**src/core/sac_pkg.sv**
```systemverilog
// Package for the converter sequencer: register map, fields, types.
// Assumes an 8-bit special-register port driven by the core.
package sac_pkg;
    // Register addresses
    localparam logic [7:0] SAC_ADDR_NEG = 8'hba;
    localparam logic [7:0] SAC_ADDR_POS = 8'hbb;
    localparam logic [7:0] SAC_ADDR_CFG = 8'hbc;
    localparam logic [7:0] SAC_ADDR_RLO = 8'hbd;
    localparam logic [7:0] SAC_ADDR_RHI = 8'hbe;
    localparam logic [7:0] SAC_ADDR_CTL = 8'he8;
    // Reset values
    localparam logic [4:0] SAC_RST_POS = 5'h1f;
    localparam logic [4:0] SAC_RST_NEG = 5'h1f;
    localparam logic [4:0] SAC_RST_DIV = 5'h1f;
    // Control register bit positions
    localparam int SAC_CTL_EN = 7;
    localparam int SAC_CTL_TM = 6;
    localparam int SAC_CTL_DONE = 5;
    localparam int SAC_CTL_BUSY = 4;
    localparam int SAC_CTL_WIN = 3;
    // Config register field positions
    localparam int SAC_CFG_DIV_LSB = 3;
    localparam int SAC_CFG_LJ = 2;
    // Mux codes
    localparam logic [4:0] SAC_NEG_VREF = 5'h10;
    localparam logic [4:0] SAC_NEG_GND = 5'h11;
    localparam logic [4:0] SAC_POS_TEMP = 5'h10;
    localparam logic [4:0] SAC_POS_VDD = 5'h11;
    // Timing
    localparam int SAC_TRACK_CLKS = 3;
    localparam int SAC_RES_BITS = 10;
    localparam int SAC_MAX_KSPS = 200;
    localparam int SAC_SYS_MHZ = 50;
    // Least system clocks per sample so throughput stays at or below max
    localparam int SAC_MIN_SAMPLE_CYC = (SAC_SYS_MHZ * 1000 + SAC_MAX_KSPS - 1)
                                        / SAC_MAX_KSPS;
    // Start sources
    typedef enum logic [2:0] {
        SAC_SRC_SW = 3'h0,
        SAC_SRC_T0 = 3'h1,
        SAC_SRC_T2 = 3'h2,
        SAC_SRC_T1 = 3'h3,
        SAC_SRC_PIN = 3'h4,
        SAC_SRC_T3 = 3'h5
    } sac_src_t;
    // Register write port
    typedef struct packed {
        logic wr;
        logic [7:0] addr;
        logic [7:0] data;
    } sac_sfr_t;
    // Timer overflow events
    typedef struct packed {
        logic t0_ovf;
        logic t1_ovf;
        logic t2_lo_ovf;
        logic t2_hi_ovf;
        logic t2_split;
        logic t3_lo_ovf;
        logic t3_hi_ovf;
        logic t3_split;
    } sac_tmr_t;
    // Analog front end steering
    typedef struct packed {
        logic [4:0] pos_sel;
        logic [4:0] neg_sel;
        logic pos_valid;
        logic neg_valid;
        logic diff_mode;
        logic track;
        logic powered;
    } sac_afe_t;
endpackage

```
**src/core/sac_seq.sv**
```systemverilog
// Successive-approximation converter sequencer with its special registers.
// Assumes one-cycle register writes, timer overflow pulses and a comparator.
`timescale 1ns/1ps
`default_nettype none
module sac_seq (
    input wire logic mclk, // System clock, 50 MHz
    input wire logic rstn, // Asynchronous reset, active low
    input wire sac_pkg::sac_sfr_t sfr, // Register write port
    input wire logic [7:0] rd_addr, // Register read address
    output logic [7:0] rd_data, // Register read data
    input wire sac_pkg::sac_tmr_t tmr, // Timer overflow pulses
    input wire logic ext_start, // External convert start pin level
    input wire logic cmp_hi, // Comparator: input at or above trial level
    output logic [9:0] dac_code, // Trial code to the capacitor array
    output sac_pkg::sac_afe_t afe, // Mux and track steering
    output logic irq // Conversion done interrupt level
);
    import sac_pkg::*;

    typedef enum logic [3:0] {
        SAC_ST_IDLE = 4'b0001,
        SAC_ST_TRACK = 4'b0010,
        SAC_ST_CONV = 4'b0100,
        SAC_ST_HOLD = 4'b1000
    } sac_state_t;

    logic [4:0] pos_reg, neg_reg, div_reg;
    logic lj_reg, en_reg, tm_reg, done_reg, win_reg;
    logic [2:0] cm_reg;
    logic [7:0] rhi_reg, rlo_reg;
    sac_state_t st_reg;
    logic [4:0] div_cnt_reg;
    logic [1:0] trk_cnt_reg;
    logic [3:0] bit_reg;
    logic [9:0] sar_reg;
    logic [15:0] gap_reg;
    logic pin_d_reg;
    logic sar_tick, trig, sw_go, pin_rise, busy, finish, single;
    logic [15:0] fmt;

    // Format a ten-bit code into the two result bytes
    function automatic logic [15:0] sac_format(input logic [9:0] c,
                                               input logic se,
                                               input logic lj);
        logic [15:0] r;
        r = 16'h0000;
        if (lj) begin
            r = {c, 6'h00};
        end else if (se) begin
            r = {6'h00, c};
        end else begin
            r = {{6{c[9]}}, c};
        end
        return r;
    endfunction

    // Mode decode and trigger selection
    assign single = (neg_reg == SAC_NEG_GND);
    assign sw_go = sfr.wr && sfr.addr == SAC_ADDR_CTL
                   && sfr.data[SAC_CTL_BUSY];
    assign pin_rise = ext_start && !pin_d_reg;
    always_comb begin
        unique case (cm_reg)
            SAC_SRC_SW: trig = sw_go;
            SAC_SRC_T0: trig = tmr.t0_ovf;
            SAC_SRC_T2: begin
                trig = tmr.t2_split ? tmr.t2_lo_ovf : tmr.t2_hi_ovf;
            end
            SAC_SRC_T1: trig = tmr.t1_ovf;
            SAC_SRC_PIN: trig = pin_rise;
            SAC_SRC_T3: begin
                trig = tmr.t3_split ? tmr.t3_lo_ovf : tmr.t3_hi_ovf;
            end
            default: trig = 1'b0;
        endcase
    end
    assign busy = (st_reg != SAC_ST_IDLE);
    assign finish = (st_reg == SAC_ST_CONV) && sar_tick && bit_reg == 4'd0;
    assign fmt = sac_format({sar_reg[9:1], cmp_hi}, single, lj_reg);

    // Pin edge history
    always_ff @(posedge mclk or negedge rstn) begin
        if (!rstn) begin
            pin_d_reg <= 1'b0;
        end else begin
            pin_d_reg <= ext_start;
        end
    end

    // SAR clock divider: one tick per div+1 system clocks
    always_ff @(posedge mclk or negedge rstn) begin
        if (!rstn) begin
            div_cnt_reg <= 5'h00;
        end else if (!busy || div_cnt_reg == div_reg) begin
            div_cnt_reg <= 5'h00;
        end else begin
            div_cnt_reg <= div_cnt_reg + 5'h01;
        end
    end
    assign sar_tick = busy && (div_cnt_reg == div_reg);

    // Sample spacing counter holds off starts above the rate limit
    always_ff @(posedge mclk or negedge rstn) begin
        if (!rstn) begin
            gap_reg <= 16'h0000;
        end else if (st_reg == SAC_ST_IDLE && trig && en_reg
                     && gap_reg == 16'h0000) begin
            gap_reg <= 16'(SAC_MIN_SAMPLE_CYC - 1);
        end else if (gap_reg != 16'h0000) begin
            gap_reg <= gap_reg - 16'h0001;
        end
    end

    // Sequencer: idle, optional tracking, conversion, hold
    always_ff @(posedge mclk or negedge rstn) begin
        if (!rstn) begin
            st_reg <= SAC_ST_IDLE;
            trk_cnt_reg <= 2'd0;
            bit_reg <= 4'd9;
            sar_reg <= 10'h000;
        end else if (!en_reg) begin
            st_reg <= SAC_ST_IDLE;
        end else begin
            unique case (st_reg)
                SAC_ST_IDLE: begin
                    if (trig && gap_reg == 16'h0000) begin
                        bit_reg <= 4'd9;
                        sar_reg <= 10'h200;
                        trk_cnt_reg <= 2'd0;
                        st_reg <= (tm_reg && cm_reg != SAC_SRC_PIN)
                                  ? SAC_ST_TRACK : SAC_ST_CONV;
                    end
                end
                SAC_ST_TRACK: begin
                    if (sar_tick) begin
                        trk_cnt_reg <= trk_cnt_reg + 2'd1;
                        if (trk_cnt_reg == 2'(SAC_TRACK_CLKS - 1)) begin
                            st_reg <= SAC_ST_CONV;
                        end
                    end
                end
                SAC_ST_CONV: begin
                    if (sar_tick) begin
                        // keep or drop trial bit, try next lower
                        sar_reg[bit_reg] <= cmp_hi;
                        if (bit_reg == 4'd0) begin
                            st_reg <= SAC_ST_HOLD;
                        end else begin
                            sar_reg[bit_reg - 4'd1] <= 1'b1;
                            bit_reg <= bit_reg - 4'd1;
                        end
                    end
                end
                SAC_ST_HOLD: st_reg <= SAC_ST_IDLE; // busy falls here
                default: st_reg <= SAC_ST_IDLE;
            endcase
        end
    end

    // Result bytes load as the last bit resolves
    always_ff @(posedge mclk or negedge rstn) begin
        if (!rstn) begin
            rhi_reg <= 8'h00;
            rlo_reg <= 8'h00;
        end else if (finish) begin
            rhi_reg <= fmt[15:8];
            rlo_reg <= fmt[7:0];
        end else if (sfr.wr && sfr.addr == SAC_ADDR_RHI) begin
            rhi_reg <= sfr.data;
        end else if (sfr.wr && sfr.addr == SAC_ADDR_RLO) begin
            rlo_reg <= sfr.data;
        end
    end

    // Done flag: set at busy fall wins over software clear
    always_ff @(posedge mclk or negedge rstn) begin
        if (!rstn) begin
            done_reg <= 1'b0;
        end else if (st_reg == SAC_ST_HOLD) begin
            done_reg <= 1'b1;
        end else if (sfr.wr && sfr.addr == SAC_ADDR_CTL) begin
            done_reg <= sfr.data[SAC_CTL_DONE];
        end
    end

    // Configuration registers
    always_ff @(posedge mclk or negedge rstn) begin
        if (!rstn) begin
            pos_reg <= SAC_RST_POS;
            neg_reg <= SAC_RST_NEG;
            div_reg <= SAC_RST_DIV;
            lj_reg <= 1'b0;
            en_reg <= 1'b0;
            tm_reg <= 1'b0;
            win_reg <= 1'b0;
            cm_reg <= 3'h0;
        end else if (sfr.wr) begin
            unique case (sfr.addr)
                SAC_ADDR_POS: pos_reg <= sfr.data[4:0];
                SAC_ADDR_NEG: neg_reg <= sfr.data[4:0];
                SAC_ADDR_CFG: begin
                    div_reg <= sfr.data[SAC_CFG_DIV_LSB +: 5];
                    lj_reg <= sfr.data[SAC_CFG_LJ];
                end
                SAC_ADDR_CTL: begin
                    en_reg <= sfr.data[SAC_CTL_EN];
                    tm_reg <= sfr.data[SAC_CTL_TM];
                    win_reg <= sfr.data[SAC_CTL_WIN];
                    cm_reg <= sfr.data[2:0];
                end
                default: ;
            endcase
        end
    end

    // Register read mux
    always_comb begin
        unique case (rd_addr)
            SAC_ADDR_POS: rd_data = {3'h0, pos_reg};
            SAC_ADDR_NEG: rd_data = {3'h0, neg_reg};
            SAC_ADDR_CFG: rd_data = {div_reg, lj_reg, 2'h0};
            SAC_ADDR_RHI: rd_data = rhi_reg;
            SAC_ADDR_RLO: rd_data = rlo_reg;
            SAC_ADDR_CTL: rd_data = {en_reg, tm_reg, done_reg, busy,
                                     win_reg, cm_reg};
            default: rd_data = 8'h00;
        endcase
    end

    // Analog steering
    always_comb begin
        afe.pos_sel = pos_reg;
        afe.neg_sel = neg_reg;
        afe.pos_valid = (pos_reg <= SAC_POS_VDD);
        afe.neg_valid = (neg_reg <= SAC_NEG_GND);
        afe.diff_mode = !single;
        afe.powered = en_reg;
        if (!en_reg || st_reg == SAC_ST_CONV || st_reg == SAC_ST_HOLD) begin
            afe.track = 1'b0;
        end else if (!tm_reg) begin
            afe.track = 1'b1;
        end else if (cm_reg == SAC_SRC_PIN) begin
            afe.track = !ext_start;
        end else begin
            afe.track = (st_reg == SAC_ST_TRACK);
        end
    end
    assign dac_code = sar_reg;
    assign irq = done_reg;
endmodule
`default_nettype wire

```
**config.mk**
```make
export PLATFORM = sky130hd
export DESIGN_NAME = sac_seq
export DESIGN_NICKNAME = d
export VERILOG_FILES = /design/src/core/sac_pkg.sv /design/src/core/sac_seq.sv
export SDC_FILE = /design/constraint.sdc
export NUM_CORES = 1
export LEC_CHECK = 0
export BUFFER_PORTS_ARGS = -buffer_cell sky130_fd_sc_hd__buf_2
export CAP_MARGIN = 10
export CORE_AREA = 3 3 118 109
export DETAILED_ROUTE_END_ITERATION = 10
export DIE_AREA = 0 0 121 112
export PLACE_DENSITY = 0.69
export SLEW_MARGIN = 40
export SYNTH_ARGS = -nofsm -noshare
export SYNTH_HDL_FRONTEND = slang
export SYNTH_SLANG_ARGS = --single-unit
```
**constraint.sdc**
```tcl
create_clock -name mclk -period 2.1 [get_ports mclk]
set_input_delay 0.315 -clock mclk [delete_from_list [all_inputs] [get_ports mclk]]
set_output_delay 0.315 -clock mclk [all_outputs]
set_load 0.05 [all_outputs]
```
## Word level (Yosys, flattened, before mapping)

Index checks and enable logic that the tools add are counted.

- Memories: 0
- Input bits: 37
- Register bits after elaboration: 81
- Logic and storage cells: 150
- Bits in read-only memories: 0
- RAM bits: 0
- Bits in latches: 0

- Bitwise operators: 1
- Add/subtract/negate cells: 4
- Eq/ne operators: 36
- Multiply operators: 0
- Reduce and logical (&&, ||, !) cells: 42
- $lt $le $gt $ge: 6
- Shift operators: 0
- Muxes and demuxes: 43
- Divide/modulo/power cells: 0

Operators with widths:

| operator | number |
|---|---|
| 8-bit equality test, second input constant | 12 |
| 16-bit 2-to-1 mux | 4 |
| 8-bit one-hot mux with 6 select lines | 1 |
| 8-bit 2-to-1 mux | 5 |
| 4-bit 2-to-1 mux | 9 |
| 10-bit 2-to-1 mux | 3 |
| 10-bit one-hot mux with 2 select lines | 1 |
| 16-bit zero test | 1 |
| 16-bit nonzero test | 1 |
| 16-bit by 1-bit subtractor with 16-bit output, second input constant | 1 |
| 1-bit logical AND | 15 |
| 3-bit inequality test, second input constant | 4 |
| 4-bit one-hot mux with 3 select lines | 1 |
| 2-bit nonzero test | 6 |
| 10-bit bitwise mux | 1 |
| 5-bit <= comparator, second input constant | 2 |
| 4-bit by 5-bit < comparator with 1-bit output, second input constant | 2 |
| 10-bit OR | 1 |
| 2-bit AND reduction | 5 |
| 5-bit AND reduction | 2 |
| 1-bit 2-to-1 mux | 9 |
| 1-bit demux with 4-bit select | 2 |
| 4-bit by 1-bit >= comparator with 1-bit output, second input constant | 2 |
| 2-bit inequality test, second input constant | 4 |
| other kinds (27) | 38 |

## Depth between registers and ports, before layout

- Word-level depth: 9
- Gate-level depth with buffers: 8
- Depth with buffers taken out: 8

## Worst setup path after synthesis

OpenSTA, ideal clock, no wires.

- Path type: register to output
- Start: register st_reg[3]
- End: output afe[1] in the netlist's numbering
- Arrival time: 2017 ps
- Path slack: -232 ps
- Stages on the path, launching flop included: 4
- Required time: 1785 ps
- Buffers on the path: 0
- Cells stage by stage: dfrtp_1 > nor4b_1 > a21oi_1 > a21oi_1

RTL lines:

| what | line | source |
|---|---|---|
| start, declared | sac_seq.sv:31 | `sac_state_t st_reg;` |
| start signal, assigned | sac_seq.sv:130 | `st_reg <= (tm_reg && cm_reg != SAC_SRC_PIN)` |
| end, declared | sac_seq.sv:15 | `output sac_pkg::sac_afe_t afe,` |

## Worst setup path in the final report

- Start: register st_reg[0]
- End: output rd_data[4]

- Longest elaborated chain between the ends: 2

Ends and longest elaborated chain:

| what | line | source |
|---|---|---|
| 4-bit by 1-bit inequality test with 1-bit output | sac_seq.sv:77 | `assign busy = (st_reg != SAC_ST_IDLE);` |
| 8-bit one-hot mux with 6 select lines | sac_seq.sv:218 | `unique case (rd_addr)` |
| end, declared | sac_seq.sv:10 | `output logic [7:0] rd_data,` |

Every way passes these cells.

==> key figures <==
Synthesis
  – Syn_nets: 497
  – Mapped Avg Cell Area: 10.1 um^2
  – Post-synth EDFFs: 0
  – Seq cells post-synth: 81
  – Post-synthesis async set-or-reset flop share: 100%
  – Ys Warns: 0
  – Seq/Total Area, Yosys: 45.0%
  – Ys flop type: dfrtp_1
  – Distinct cells, synth: 62
  – Post-Syn Instances: roughly 450
  – Synth Cell Area: 0.00456 mm^2

GRT
  – Largest net degree at the start of global routing: 41
  – Total Routing Usage GR: 18.8%
  – Vias in the first global route: 4056
  – Antenna violations before repair: 0
  – First-pass GRT wire length: 20.3 mm
  – Total gr overflow: 0

Cells and area
  – Multi-input gate area: 0.00245 mm^2
  – Largest register FFs: 16
  – # nets final: 606
  – ANT cells: 0
  – Seq. cell area: 0.00205 mm^2
  – Fillers: between 1000 and 1500
  – Design Area, Final: 0.00577 mm^2
  – P&R area growth vs syn: 26.6%
  – Fin util: between 40% and 50%
  – Layout cells sized above 1: 34.0%
  – Non-filler cells, final: 727

STA
  – RSZ-0062 raised after global routing: true
  – Relative slew slack: 64.3%
  – FMAX: 0.467 GHz
  – Pins Over Slew Limit: 0
  – Min cycle time layout: between 2000 and 2500 ps
  – Worst Tran Pin Value: 536 ps
  – Layout Skew: 8.14 ps
  – Final setup viols: 2
  – Fin. Hold Viols: 0
  – Fin Setup TNS: -73.7 ps
  – Final setup margin: -42.4 ps
  – Tcrit/Tclk final: 102%

Floorplanning
  – Initial Utilization: 38.5%
  – Die area: 0.0136 mm^2
  – I/O Pins: between 70 and 80
  – Die height: around 110 um
  – Core Region: 0.0118 mm^2
  – Site Rows: 38
  – Die W: between 100 and 150 um

Setup path
  – Crit Path Max Fanout: 5
  – CP required: ~1800 ps
  – Startpoint Class: register
  – Arrival time at the worst endpoint: 1830 ps
  – Crit end category: primary output
  – Worst setup path class: reg -> out

Placement
  – Detailed placer's ending HPWL: 9.15 mm
  – Port Buf Inserts: 70
  – RePlAce Congestion: 0.879
  – Dpl cell area: 0.00535 mm^2
  – DP Cell Count: 706

Route
  – Vias/cell: 5.60
  – First drt pass iteration count: 8
  – Antenna Nets Post-Route: 0
  – DRC: 0
  – Total Wirelength: 12.1 mm
  – Iteration-0 DRC Markers: 341
  – Wire length per cell: 16.7 um
  – Vias: 4073

Clocking
  – CTS buffer count: 9
  – CTS max path bufs: 2
  – Worst-Skew Late Latency: 350 ps
  – CTS Sinks: a little over 80
  – Clock root cell: clkbuf_16
  – Clock transition at the registers of the reported paths: 60 ps
  – # H-tree levels: 3
  – CTS tree: done

Power
  – Max VDD drop: 0.297 mV
  – Leakage: 2.51 nW
  – P per Cell Area: 626 mW/mm^2

Outcome
  – Status: finished with violations
  – Failing checks: setup timing

Run
  – Max_cap viols: 0

Worst hold path
  – Worst min path class: in -> reg
==> cell usage after synthesis (3+ instances only) <==
master,n,area (um^2)
nor3_1,13,65.1
nor4_1,4,25.0
a211oi_1,11,82.6
nand4_1,4,25.0
nand2_1,36,135
a22oi_1,18,135
o22ai_1,3,18.8
and2_1,6,37.5
mux2i_1,21,210
clkbuf_1,11,41.3
nor3b_1,5,37.5
inv_1,13,48.8
ha_1,7,87.6
o21ai_0,15,75.1
xnor2_1,6,52.6
nor2b_1,4,25.0
nor2_1,25,93.8
nor4b_1,3,26.3
dfstp_2,18,473
nand2b_1,4,25.0
xor2_1,9,78.8
mux2_2,24,270
o2bb2ai_1,7,61.3
o31ai_1,3,22.5
nand3_1,26,130
and3_1,9,56.3
dfrtp_1,63,1580
a221oi_1,6,52.6
a21oi_1,34,170
==> routing by layer <==
metal  global-route usage (%)  up-vias  part of all wire (%)  wire length, um
met5                        0        -                     0                0
met4                     5.29        0                   1.5              182
met3                     4.67       16                   6.9              844
met2                     29.4      166                    46             5610
met1                     25.9     1957                    45             5510
li1                         -     1934                     -                -
==> cells in the final DEF (no fill, tap or decap), types with 14 or more instances in the layout <==
| master | count |
|---|---|
| buf_2 | 66 |
| dfrtp_1 | 62 |
| buf_4 | 42 |
| nand2_1 | 36 |
| a21oi_1 | 33 |
| nor2_1 | 25 |
| mux2_2 | 24 |
| nand3_1 | 23 |
| mux2i_1 | 21 |
| dfstp_2 | 18 |
| a22oi_1 | 17 |
| o21ai_0 | 14 |
==> worst max-delay path, cell delays in order, from the launching register on <==
cell	delay, ps
dfstp_2	550
or4b_4	490
a22oi_2	160
nand3_2	110
buf_6	170
==> per-stage QoR <==
stage	total power (W)	hold slack, ps	setup WS, ps
global route	0.00375	118	-105
global placement	0.00199	328	74.1
floorplan	0.00184	19.4	40.0
finish	0.00361	127	-42.4
CTS	0.00364	121	-59.3
detailed placement	0.00200	337	42.0
==> power breakdown <==
part / internal (W) / leakage, nW / switching [W]
clock network: 0.000982 / 0.160 / 0.000651
logic: 0.000120 / 1.42 / 0.000198
registers: 0.00161 / 0.925 / 0.0000479
total: 0.00272 / 2.51 / 0.000897
==> timing repair <==
item	4_1_cts	5_1_grt
setup buffers	3	1
endpoints found under the setup margin	2	28
hold buffers	1	0
gates resized for setup	10	8
endpoints found under the hold margin	24	0
pin swaps	1	1
==> logic make-up after synthesis <==
group	synth area share, %
AND/OR/NAND/NOR	19.5
AO/OA/AOI/OAI	17.6
flip-flops	45.0
multiplexers	10.5
buffers and inverters	2.55
XOR/XNOR	2.88
adder cells (fa/ha/maj)	1.92
==> area by class of cell <==
type | count | area share [%]
inverters | 14 | 0.911
repair buffers | 112 | 12.1
flip-flops and latches | 81 | 35.6
clock buffers | 12 | 5.01
well taps | 160 | 3.47
clock inverters | 4 | 0.499
multi-input cells | 344 | 42.5
==> path summary, 6_finish.rpt <==
kind	from	endpoint	slack, ps	cells after the start
worst min register to register	div_cnt_reg[0]$_DFF_PN0_	div_cnt_reg[0]$_DFF_PN0_	490	1
worst max register to register	st_reg[2]$_DFFE_PN0P_	dac_code[7]$_DFFE_PN0P_	70	6
min in group asynchronous	rstn	dac_code[0]$_DFFE_PN0P_	480	2
worst min-delay path	ext_start	pin_d_reg$_DFF_PN0_	130	1
worst max-delay path	st_reg[0]$_DFFE_PN1P_	rd_data[4]	-40	4
max in group asynchronous	rstn	div_reg[0]$_DFFE_PN1P_	950	3
Note: power is estimated with default switching activity, not from simulation.
